==> src/drs_pkg.sv <==
// Constants for the DMA request source selector
`default_nettype none
package drs_pkg;

    // ------------------------------------------------------------
    // Register word indices (byte address is four times these)
    // ------------------------------------------------------------
    localparam logic [2:0] IDX_PRIMARY   = 3'h0;
    localparam logic [2:0] IDX_SECONDARY = 3'h1;
    localparam logic [2:0] IDX_CONTROL   = 3'h2;
    localparam logic [2:0] IDX_SW_TRIG   = 3'h3;
    localparam logic [2:0] IDX_STATUS    = 3'h4;

    // ------------------------------------------------------------
    // Field layout and reset values
    // ------------------------------------------------------------
    localparam logic [31:0] SEL_MASK     = 32'h1f1f1f1f;
    localparam logic [31:0] CTRL_MASK    = 32'h00007f03;
    localparam logic [31:0] SEL_RESET    = 32'h00000000;
    localparam logic [31:0] CTRL_RESET   = 32'h00000000;
    localparam int          CTRL_BUS_BIT = 0;
    localparam int          CTRL_I2C_BIT = 1;
    localparam int          CTRL_ACK_LSB = 8;
    localparam int          STAT_REQ_LSB = 8;
    localparam logic [6:0]  PIN_IDLE     = 7'h7f;
    localparam int          PIN_HI_BASE  = 4;

    // ------------------------------------------------------------
    // Select codes
    // ------------------------------------------------------------
    localparam logic [4:0] SEL_NONE    = 5'h00;
    localparam logic [4:0] SEL_FALL    = 5'h01;
    localparam logic [4:0] SEL_BOTH    = 5'h02;
    localparam logic [4:0] SEL_TMRA0   = 5'h03;
    localparam logic [4:0] SEL_TMRB0   = 5'h08;
    localparam logic [4:0] SEL_U0_TX   = 5'h0e;
    localparam logic [4:0] SEL_U2_TX   = 5'h12;
    localparam logic [4:0] SEL_U3_TX   = 5'h14;
    localparam logic [4:0] SEL_AD0     = 5'h18;
    localparam logic [4:0] SEL_MFIO    = 5'h19;
    localparam logic [4:0] SEL_U7_TX   = 5'h18;
    localparam logic [4:0] SEL_U7_RX   = 5'h19;
    localparam logic [4:0] SEL_U8_TX   = 5'h1a;
    localparam logic [4:0] SEL_U8_RX   = 5'h1b;
    localparam int         MFIO_COUNT  = 12;
    localparam logic [15:0] MFIO_BASE  = 16'h9270;

endpackage : drs_pkg
`default_nettype wire

==> src/drs_select.sv <==
// DMA request source selector with Avalon-MM register slave
//
// Implementation choices: the register offsets and the Avalon-MM interface to the registers.
`timescale 1ns/1ps
`default_nettype none
module drs_select #(
    parameter int CH = 4
) (
    // Clock and reset
    input  wire logic        clock,
    input  wire logic        rst_n,
    // Avalon-MM slave
    input  wire logic [2:0]  address,
    input  wire logic        read,
    input  wire logic        write,
    input  wire logic [3:0]  byteenable,
    input  wire logic [31:0] writedata,
    output var  logic [31:0] readdata,
    output var  logic        waitrequest,
    // External request pins
    input  wire logic [3:0]  ext_request_pin_lo,
    input  wire logic        ext_request_pin_6,
    input  wire logic        ext_request_pin_7,
    input  wire logic        ext_request_pin_8,
    // Peripheral requests
    input  wire logic [4:0]  timer_a_req,
    input  wire logic [5:0]  timer_b_req,
    input  wire logic [6:0]  serial_tx_req,
    input  wire logic [6:0]  serial_rx_req,
    input  wire logic [6:0]  serial_ack_req,
    input  wire logic        serial_unit_7_tx,
    input  wire logic        serial_unit_7_rx,
    input  wire logic        serial_unit_8_tx,
    input  wire logic        serial_unit_8_rx,
    input  wire logic        i2c_if_req,
    input  wire logic        i2c_line_req,
    input  wire logic        adc0_req,
    input  wire logic [11:0] mfio_req,
    // Requests to the channel engine
    output var  logic [3:0]  dma_request
);

    // ------------------------------------------------------------
    // State
    // ------------------------------------------------------------
    typedef struct packed {
        logic        wait_q;
        logic [31:0] rdata;
        logic [31:0] prim;
        logic [31:0] sec;
        logic [31:0] ctrl;
        logic [6:0]  sync1;
        logic [6:0]  sync2;
        logic [6:0]  sync3;
        logic [6:0]  level;
        logic [3:0]  req;
    } drs_state_t;

    drs_state_t st_q;
    drs_state_t st_d;

    logic [6:0] pin_raw;
    logic [6:0] fall;
    logic [6:0] chg;
    logic [6:0] rx_eff;
    logic [3:0] sw_fire;
    logic       acc;

    assign pin_raw = {ext_request_pin_8, ext_request_pin_7,
                      ext_request_pin_6, ext_request_pin_lo};
    assign acc     = (read | write) & ~st_q.wait_q;

    // Byte-lane masked write
    function automatic logic [31:0] drs_be_wr(input logic [31:0] old,
                                              input logic [31:0] wd,
                                              input logic [3:0]  be);
        logic [31:0] r;
        r = old;
        for (int b = 0; b < 4; b++) begin
            if (be[b]) begin
                r[b*8 +: 8] = wd[b*8 +: 8];
            end
        end
        return r;
    endfunction : drs_be_wr

    // Request number for the multi-function I/O codes
    function automatic logic [3:0] drs_mfio_idx(input logic [1:0] ch,
                                                input logic [4:0] code);
        logic [4:0] n;
        n = 5'(drs_pkg::MFIO_BASE[ch*4 +: 4]) + (code - drs_pkg::SEL_MFIO);
        if (n >= 5'(drs_pkg::MFIO_COUNT)) begin
            n = n - 5'(drs_pkg::MFIO_COUNT);
        end
        return n[3:0];
    endfunction : drs_mfio_idx

    // ------------------------------------------------------------
    // Pin edge detection
    // ------------------------------------------------------------
    // edges from pins only
    // Level changes only once stages two and three agree, so a
    // glitch shorter than a clock never reaches a channel.
    always_comb begin
        for (int p = 0; p < 7; p++) begin
            chg[p]  = (st_q.sync2[p] == st_q.sync3[p]) &&
                      (st_q.sync3[p] != st_q.level[p]);
            fall[p] = chg[p] && !st_q.sync3[p];
        end
    end

    // Receive source per serial unit
    always_comb begin
        for (int u = 0; u < 7; u++) begin
            rx_eff[u] = st_q.ctrl[drs_pkg::CTRL_ACK_LSB + u] ?
                        serial_ack_req[u] : serial_rx_req[u];
        end
    end

    // ------------------------------------------------------------
    // Next state
    // ------------------------------------------------------------
    always_comb begin
        logic [4:0] p;
        logic [4:0] s;
        logic       r;
        logic       u2tx;
        logic       u2rx;
        logic [2:0] hi;
        p    = '0;
        s    = '0;
        r    = 1'b0;
        hi   = '0;
        st_d = st_q;
        u2tx = st_q.ctrl[drs_pkg::CTRL_I2C_BIT] ? i2c_if_req : serial_tx_req[2];
        u2rx = st_q.ctrl[drs_pkg::CTRL_I2C_BIT] ? i2c_line_req : rx_eff[2];

        // Three-stage pin synchroniser and settled level
        st_d.sync1 = pin_raw;
        st_d.sync2 = st_q.sync1;
        st_d.sync3 = st_q.sync2;
        for (int q = 0; q < 7; q++) begin
            if (chg[q]) begin
                st_d.level[q] = st_q.sync3[q];
            end
        end

        // Bus handshake: one wait cycle, then the answer cycle
        st_d.wait_q = ~((read | write) & st_q.wait_q);
        if ((read | write) && st_q.wait_q) begin
            case (address)
                drs_pkg::IDX_PRIMARY:   st_d.rdata = st_q.prim;
                drs_pkg::IDX_SECONDARY: st_d.rdata = st_q.sec;
                drs_pkg::IDX_CONTROL:   st_d.rdata = st_q.ctrl;
                drs_pkg::IDX_STATUS: begin
                    st_d.rdata = '0;
                    st_d.rdata[6:0] = st_q.level;
                    st_d.rdata[drs_pkg::STAT_REQ_LSB +: 4] = st_q.req;
                end
                default: st_d.rdata = '0;
            endcase
        end
        sw_fire = '0;
        if (write && acc) begin
            case (address)
                drs_pkg::IDX_PRIMARY: st_d.prim =
                    drs_be_wr(st_q.prim, writedata, byteenable) & drs_pkg::SEL_MASK;
                drs_pkg::IDX_SECONDARY: st_d.sec =
                    drs_be_wr(st_q.sec, writedata, byteenable) & drs_pkg::SEL_MASK;
                drs_pkg::IDX_CONTROL: st_d.ctrl =
                    drs_be_wr(st_q.ctrl, writedata, byteenable) & drs_pkg::CTRL_MASK;
                drs_pkg::IDX_SW_TRIG: sw_fire = byteenable[0] ? writedata[3:0] : 4'h0;
                default: ;
            endcase
        end

        // Per-channel source selection
        for (int c = 0; c < CH; c++) begin
            p = st_q.prim[c*8 +: 5];
            s = st_q.sec[c*8 +: 5];
            r = 1'b0;
            if (p == drs_pkg::SEL_NONE) begin
                // Channel 3 has no pin here; wrap keeps the index inside the vector
                hi = 3'(drs_pkg::PIN_HI_BASE + (c % 3));
                case (s)
                    drs_pkg::SEL_NONE: r = sw_fire[c];
                    drs_pkg::SEL_FALL: r = (c < 3) && fall[hi];
                    drs_pkg::SEL_BOTH: r = (c < 3) && chg[hi];
                    drs_pkg::SEL_U7_TX: r = (c == 0) && serial_unit_7_tx;
                    drs_pkg::SEL_U8_TX: r = (c == 1) && serial_unit_8_tx;
                    drs_pkg::SEL_U7_RX: r = (c == 0) && serial_unit_7_rx;
                    drs_pkg::SEL_U8_RX: r = (c == 1) && serial_unit_8_rx;
                    default: r = 1'b0;
                endcase
            end else if (p == drs_pkg::SEL_FALL || p == drs_pkg::SEL_BOTH) begin
                r = (p == drs_pkg::SEL_FALL) ? fall[c] : chg[c];
                // pin 3 lost to data bus
                if (c == 3 && st_q.ctrl[drs_pkg::CTRL_BUS_BIT]) begin
                    r = 1'b0;
                end
            end else if (p < drs_pkg::SEL_TMRB0) begin
                r = timer_a_req[3'(p - drs_pkg::SEL_TMRA0)];
            end else if (p < drs_pkg::SEL_U0_TX) begin
                r = timer_b_req[3'(p - drs_pkg::SEL_TMRB0)];
            end else if (p < drs_pkg::SEL_U3_TX) begin
                case (p)
                    drs_pkg::SEL_U2_TX:      r = u2tx;
                    drs_pkg::SEL_U2_TX + 1:  r = u2rx;
                    default: begin
                        // Units 0 and 1: even code transmit, odd receive
                        if (p[0]) begin
                            r = rx_eff[p[2:1] - 2'h3];
                        end else begin
                            r = serial_tx_req[p[2:1] - 2'h3];
                        end
                    end
                endcase
            end else if (p < drs_pkg::SEL_AD0) begin
                // Units 3/4 on channels 0-1, units 5/6 on channels 2-3
                hi = 3'(3 + p[1] + ((c >= 2) ? 2 : 0));
                r  = p[0] ? rx_eff[hi] : serial_tx_req[hi];
            end else if (p == drs_pkg::SEL_AD0) begin
                r = adc0_req;
            end else begin
                r = mfio_req[drs_mfio_idx(2'(c), p)];
            end
            st_d.req[c] = r;
        end
    end

    // ------------------------------------------------------------
    // State register
    // ------------------------------------------------------------
    always_ff @(posedge clock) begin
        if (!rst_n) begin
            st_q        <= '0;
            st_q.wait_q <= 1'b1;
            st_q.prim   <= drs_pkg::SEL_RESET;
            st_q.sec    <= drs_pkg::SEL_RESET;
            st_q.ctrl   <= drs_pkg::CTRL_RESET;
            st_q.sync1  <= drs_pkg::PIN_IDLE;
            st_q.sync2  <= drs_pkg::PIN_IDLE;
            st_q.sync3  <= drs_pkg::PIN_IDLE;
            st_q.level  <= drs_pkg::PIN_IDLE;
        end else begin
            st_q <= st_d;
        end
    end

    assign readdata    = st_q.rdata;
    assign waitrequest = st_q.wait_q;
    assign dma_request = st_q.req;
endmodule : drs_select
`default_nettype wire

==> config.mk <==
export PLATFORM = sky130hd
export DESIGN_NAME = drs_select
export DESIGN_NICKNAME = d
export VERILOG_FILES = /design/src/drs_pkg.sv /design/src/drs_select.sv
export SDC_FILE = /design/constraint.sdc
export NUM_CORES = 1
export LEC_CHECK = 0
export ABC_AREA = 1
export BUFFER_PORTS_ARGS = -buffer_cell sky130_fd_sc_hd__buf_2
export CAP_MARGIN = 25
export CORE_MARGIN = 4
export CORE_UTILIZATION = 56
export DETAILED_ROUTE_END_ITERATION = 8
export GPL_TIMING_DRIVEN = 0
export HOLD_SLACK_MARGIN = 0.15
export PLACE_DENSITY_LB_ADDON = 0.1
export SETUP_SLACK_MARGIN = 0.05
export SYNTH_ARGS = -nofsm -noshare
export SYNTH_HDL_FRONTEND = slang
export SYNTH_SLANG_ARGS = --single-unit
==> constraint.sdc <==
create_clock -name clock -period 3.15 [get_ports clock]
set_input_delay 0.945 -clock clock [delete_from_list [all_inputs] [get_ports clock]]
set_output_delay 0.945 -clock clock [all_outputs]
set_load 0.02 [all_outputs]
### Yosys cells after proc, flatten, opt, wreduce, memory -nomap -nowiden

Cells that the tools add are included.

| word-level totals | value |
|---|---|
| logic and storage cells | 341 |
| output and inout bits | 37 |
| flip-flop bits (word level) | 114 |

| operators by class | value |
|---|---|
| reductions and logical operators | 46 |
| bitwise operators | 5 |
| add/sub/neg operators | 29 |
| equality and inequality tests | 48 |
| magnitude comparators | 40 |
| mux-type cells | 150 |

Operators with widths:

| cell | number |
|---|---|
| 2-to-1 mux 4 bit | 35 |
| case mux 29 bit (4 select lines) | 1 |
| == test 5 bit, second input constant | 16 |
| 2-to-1 mux 1 bit | 79 |
| binary-select mux 1 bit (select 3 bit) | 16 |
| less-than comparator 3 x 4 -> 1 bit, second input constant | 12 |
| zero test 5 bit | 8 |
| less-than comparator 5 x 4 -> 1 bit, second input constant | 8 |
| less-than comparator 5 bit, second input constant | 8 |
| == test 5 x 1 -> 1 bit, second input constant | 7 |
| == test 5 x 2 -> 1 bit, second input constant | 7 |
| AND reduction 3 bit | 10 |
| >= comparator 5 x 4 -> 1 bit, second input constant | 4 |
| less-than comparator 4 x 5 -> 1 bit, second input constant | 4 |
| subtractor 5 bit, second input constant | 4 |
| binary-select mux 1 bit (select 2 bit) | 8 |
| binary-select mux 1 bit (select 4 bit) | 4 |
| logical AND 1 bit | 16 |
| less-than comparator 2 x 4 -> 1 bit, second input constant | 4 |
| subtractor 4 bit, second input constant | 4 |
| adder 2 x 1 -> 3 bit, first input constant | 4 |
| subtractor 3 x 1 -> 3 bit, second input constant | 4 |
| subtractor 3 x 2 -> 3 bit, second input constant | 4 |
| case mux 1 bit (5 select lines) | 2 |
| 18 further kinds | 49 |

### Depth between registers and ports, before layout

| logic depth | value |
|---|---|
| depth in word-level cells | 20 |
| gate-level depth with buffers | 26 |
| mapped depth without buffers | 25 |

### Worst setup path before layout

Ideal clock, no wire load.

| timing path | value |
|---|---|
| path type | register -> register |
| start | register st_q[97] in the netlist's numbering |
| end | register st_q, in the netlist dma_request[0] |
| setup time | 114 ps |
| period minus slack after synthesis | 2603 ps |
| cell stages (with the launch flop) | 23 |
| required time | 3036 ps |
| arrival time | 2489 ps |
| slack | 547 ps |
| path through | dfxtp_1 clkbuf_1 inv_2 ha_1 xnor2_1 clkinv_1 ha_1 nand2_1 inv_1 a21oi_1 nand4_1 nand3_1 nor2_1 nor2_1 nand2_1 nand2_1 nand2_1 nand2_1 nand2_1 nand2_1 nand2_1 nand2_1 a21oi_2 |

| between the ends | value |
|---|---|
| word-level cells in the longest chain between the ends | 19 |
| elaborated cells on any way between the ends | 51 |
| those cells by class | add/sub: 6; order compare: 5; eq/ne: 5; mux: 33; reduce/logical: 2 |

RTL lines:

| item | RTL line | RTL |
|---|---|---|
| start: declaration | drs_select.sv:59 | `drs_state_t st_q;` |
| start signal: assignment | drs_select.sv:246 | `st_q <= st_d;` |
| subtractor 5 bit | drs_select.sv:91 | `n = 5'(drs_pkg::MFIO_BASE[ch*4 +: 4]) + (code - drs_pkg::SEL_MFIO);` |
| subtractor 4 bit or >= comparator 5 x 4 -> 1 bit (tied branches) | drs_select.sv:93, drs_select.sv:92 |  |
| 2-to-1 mux 4 bit | drs_select.sv:92 | `if (n >= 5'(drs_pkg::MFIO_COUNT)) begin` |
| 2-to-1 mux 4 bit | drs_select.sv:222 | `end else if (p == drs_pkg::SEL_AD0) begin` |
| 2-to-1 mux 4 bit | drs_select.sv:218 | `end else if (p < drs_pkg::SEL_AD0) begin` |
| 2-to-1 mux 4 bit | drs_select.sv:205 | `end else if (p < drs_pkg::SEL_U3_TX) begin` |
| 2-to-1 mux 4 bit | drs_select.sv:203 | `end else if (p < drs_pkg::SEL_U0_TX) begin` |
| 2-to-1 mux 4 bit | drs_select.sv:201 | `end else if (p < drs_pkg::SEL_TMRB0) begin` |
| [... 3 more ...] | -- |  |
| 2-to-1 mux 1 bit (implied by the code) | drs_select.sv:225 | `r = mfio_req[drs_mfio_idx(2'(c), p)];` |
| 2-to-1 mux 1 bit | drs_select.sv:222 |  |
| 2-to-1 mux 1 bit | drs_select.sv:218 |  |
| 2-to-1 mux 1 bit | drs_select.sv:205 |  |
| 2-to-1 mux 1 bit | drs_select.sv:203 |  |
| 2-to-1 mux 1 bit | drs_select.sv:201 |  |
| 2-to-1 mux 1 bit | drs_select.sv:195 | `end else if (p == drs_pkg::SEL_FALL \|\| p == drs_pkg::SEL_BOTH) begin` |
| 2-to-1 mux 1 bit (*) | drs_select.sv:182 | `if (p == drs_pkg::SEL_NONE) begin` |

Every way passes the cells marked *; elsewhere a longest branch is shown, timed or not. The select of a mux whose other input is x is not followed.
A chain may end at the register's enable or synchronous reset.

### Worst setup path after layout

| timing path | value |
|---|---|
| start | input address[2] |
| end | register st_q, in the netlist readdata[28] |

| between the ends | value |
|---|---|
| word-level cells in the longest chain between the ends | 2 |
| elaborated cells on any way between the ends | 5 |
| those cells by class | eq/ne: 3; mux: 1; reduce/logical: 1 |

RTL lines:

| item | RTL line | RTL |
|---|---|---|
| start: declaration | drs_select.sv:13 | `input wire logic [2:0] address,` |
| == test 3 bit, or another cell as far along | drs_select.sv:151 | `case (address)` |
| case mux 29 bit (4 select lines) (*) | drs_select.sv:151 |  |

Every way passes the cells marked *; elsewhere a longest branch is shown, timed or not.

==> metrics.yaml <==
clkSlewWorstSetupHoldPaths_ps: 70
worst_ep_arrival_time_ps: 3100
worst-r2r-setup-slack_ps: 340
gpl.final_weighted_congestion: 0.968
tightest_slew_ps: 866
critical_path.reg2reg.endpoint: "dma_request[0]"
core_area_sq_um: 12200
dieHeight_um: 120
most_common_flop_cell_mapped_by_yosys: "dfxtp_1"
yosys_register_bits: 106
cts_inserted_buffers: 9
post-synth-top-area-fraction_pct: 30.0
ioPinCount: 138
drive_gt1_share_pct: 18.5
numPortBuffers: 118
power.share.sequential_pct: 47.8
synth-warning-count: 0
rsz0062_at_grt: "no"
grtUsageTotal_pct: 29.6
critPathMostFrequentCell: "clkbuf_1"
slew_headroom_pct: 41.9
grt_start_max_net_pins: 17
p_leak_nw: 3.87
syn-cell-area_sq_um: 7070
worstReg2RegStart: "st_q[96]"
diodes: 0
die-width_um: 120
worst-path-max-fanout: 10
floorplan.rows: 40
clock_skew_ps: 9.90
cp-end-kind: "flip-flop"
reg2regPathDepth: 21
post_synth_most_frequent_cells: "195 x nand2_1, 138 x o21ai_0, 127 x inv_1"
drtPass1Iterations: 7
timing_max_transition_violations_final: 0
power.share.switching_pct: 26.0
place_hpwl_um: 17700
synth.area.top_cells: "dfxtp_1 30%, nand2_1 10%, o21ai_0 9.8%, a21oi_1 8.7%, inv_1 6.7%"
critPathLaunch: "address[2]"
share_clk_of_total_power_pct: 38.9
total_wire_length_um: 22200
number_of_antenna_violations_at_the_first_check_in_global_routing: 0
seq_area_frac_synth_pct: 30.0
synthMostInstantiatedCell: "nand2_1"
h_tree_lvl_count: 3
drt.antenna.violating_nets: 0
utilization_pct: 67.5
data_required_time_at_the_worst_endpoint_ps: 3430
critPathCapture: "readdata[28]"
first_iter_violations: 825
die_area_sq_um: 14500
final_critical_path_share_of_the_clock_period_pct: 89.5
maxCapViolCount: 0
grt_overflow: 0
tritoncts_clock_tree: "built"
synth.largest_area_cell: "dfxtp_1"
power.density_cell_area_nw_per_um2: 352
worstPathCellList: "buf_2, nor3_1, inv_1, clkbuf_1, clkbuf_1, o22ai_1, nand2_1, a21oi_1"
status: "completed"
cts_hold_repair.buffers: 0
initial_utilization_pct: 58.1
avgViaCountPerCell: 5.61
drc_errors_left: 0
p_switching_mw: 0.752
finalNetCount: 1354
clock_tree.root_cell: "clkbuf_16"
yosysUniqueCellTypes: 47
worst_hold_path_type: "flip-flop to flip-flop"
setup_viol: 0
clock_sink_count: 106
final-hold-violation-count: 0
worstSetupPathType: "primary input to flip-flop"
timing.final.crit_period_ps: 2820
synth_edf_count: 0
detailed_route_via_count: 7831
ys_async_sr_fraction_pct: 0
area_grow_syn2layout_pct: 16.2
clock_insertion_delay_worst_skew_ps: 350
critical-path-max-stage-delay_ps: 720
crit_slowest_cell: "nor3_1"
p_int_mw: 2.14
first_pass_grt_wire_length_um: 34300
cts_max_path_buffers: 2
vdd_ir_drop_max_mv: 0.280
hold_slack_ps: 418
timing.critical_path.from_type: "primary input"
synthesis.instances: 1086
first_global_vias: 6853
post_synth.cell_area_avg_sq_um: 6.51
wl_per_cell_um: 15.9
fmax_ghz: 0.355
comb_power_share_pct: 13.3
==> worst max-delay path, delay by kind of cell <==
kind            cells  cell delay [ps]
simple gates        2              810
buf+inv             4              900
compound gates      2              440
==> kinds of logic (layout without fill, tap and decap cells) <==
family	after synthesis	after routing	synth area share, %
AO/OA/AOI/OAI	341	341	26.4
XOR/XNOR	6	6	0.849
adder cells (fa/ha/maj)	30	30	5.31
buffers and inverters	223	357	14.2
flip-flops	106	106	30.0
multiplexers	2	2	0.301
other	1	8	0.0530
AND/OR/NAND/NOR	377	377	22.9
==> flip-flops by register name (all words and copies together), names as in the netlist <==
signal / flops
st_q: 63
waitrequest: 1
st_d: 14
readdata: 24
dma_request: 4
==> cell usage in the layout, fill, tap and decap left out, types with 5 or more instances in the layout <==
| cell | count |
|---|---|
| a21oi_1 | 123 |
| a22oi_1 | 5 |
| buf_2 | 129 |
| buf_4 | 40 |
| clkbuf_1 | 27 |
| clkbuf_16 | 9 |
| clkinv_1 | 6 |
| conb_1 | 8 |
| dfxtp_1 | 105 |
| ha_1 | 29 |
| inv_1 | 127 |
| inv_2 | 11 |
| nand2_1 | 195 |
| nand3_1 | 45 |
| nand4_1 | 14 |
| nor2_1 | 77 |
| nor3_1 | 14 |
| o211ai_1 | 11 |
| o21ai_0 | 138 |
| o21ai_1 | 13 |
| o21bai_1 | 6 |
| o221ai_1 | 6 |
| o22ai_1 | 20 |
| or2_2 | 18 |
==> power groups by stage <==
stage / clock, mW / combinational [mW] / sequential [mW]
6_report: 1.12 / 0.384 / 1.38
5_1_grt: 1.19 / 0.424 / 1.38
4_1_cts: 1.13 / 0.374 / 1.38
3_5_place_dp: 0 / 0.372 / 1.41
3_3_place_gp: 0 / 0.370 / 1.41
2_1_floorplan: 0 / 0.219 / 1.41
==> metal layers <==
layer / global-route usage, % / wire (um)
met2: 48.5 / 10300
met4: 8.36 / 569
met5: 0 / 0
met3: 6.22 / 2160
met1: 39.5 / 9090
==> worst min-delay path by stage <==
stage | start | endpoint | slack, ps | cells past startpoint
after global placement | st_d[24] | st_d[17] | 390 | 1
after global routing | st_d[22] | st_d[15] | 440 | 1
final | st_d[24] | st_d[17] | 420 | 1
after CTS | st_d[19] | st_d[12] | 420 | 1
after detailed placement | st_d[19] | st_d[12] | 400 | 1
after floorplan | st_d[18] | st_d[11] | 390 | 1
==> per-stage QoR <==
stage               instance area (sq um)  setup TNS, ps  worst slack (ps)  power (mW)  instances
global placement                     7900              0              33.6        1.78       1379
floorplan                            7100              0               547        1.63       1093
CTS                                  8190              0              68.9        2.88       1394
finish                               8210              0               329        2.89       1395
global route                         8210              0               121        2.99       1395
detailed placement                   7900          -30.0             -30.0        1.78       1379
==> repair_timing <==
action,4_1_cts,5_1_grt
cloned,0,0
pin swaps,0,1
resized for setup,2,4
endpoints found under the setup margin,1,1
buffers inserted,0,1
==> area by class of cell <==
type	instances	area [sq um]
timing repair buffer	119	598
fill	1173	3950
clock buffer	11	243
buffer	79	465
multi-input combinational	764	3980
sequential	106	2120
clock inverter	4	51.3
inverter	144	541
tap	168	210
Power figures use the tool's default switching activity.
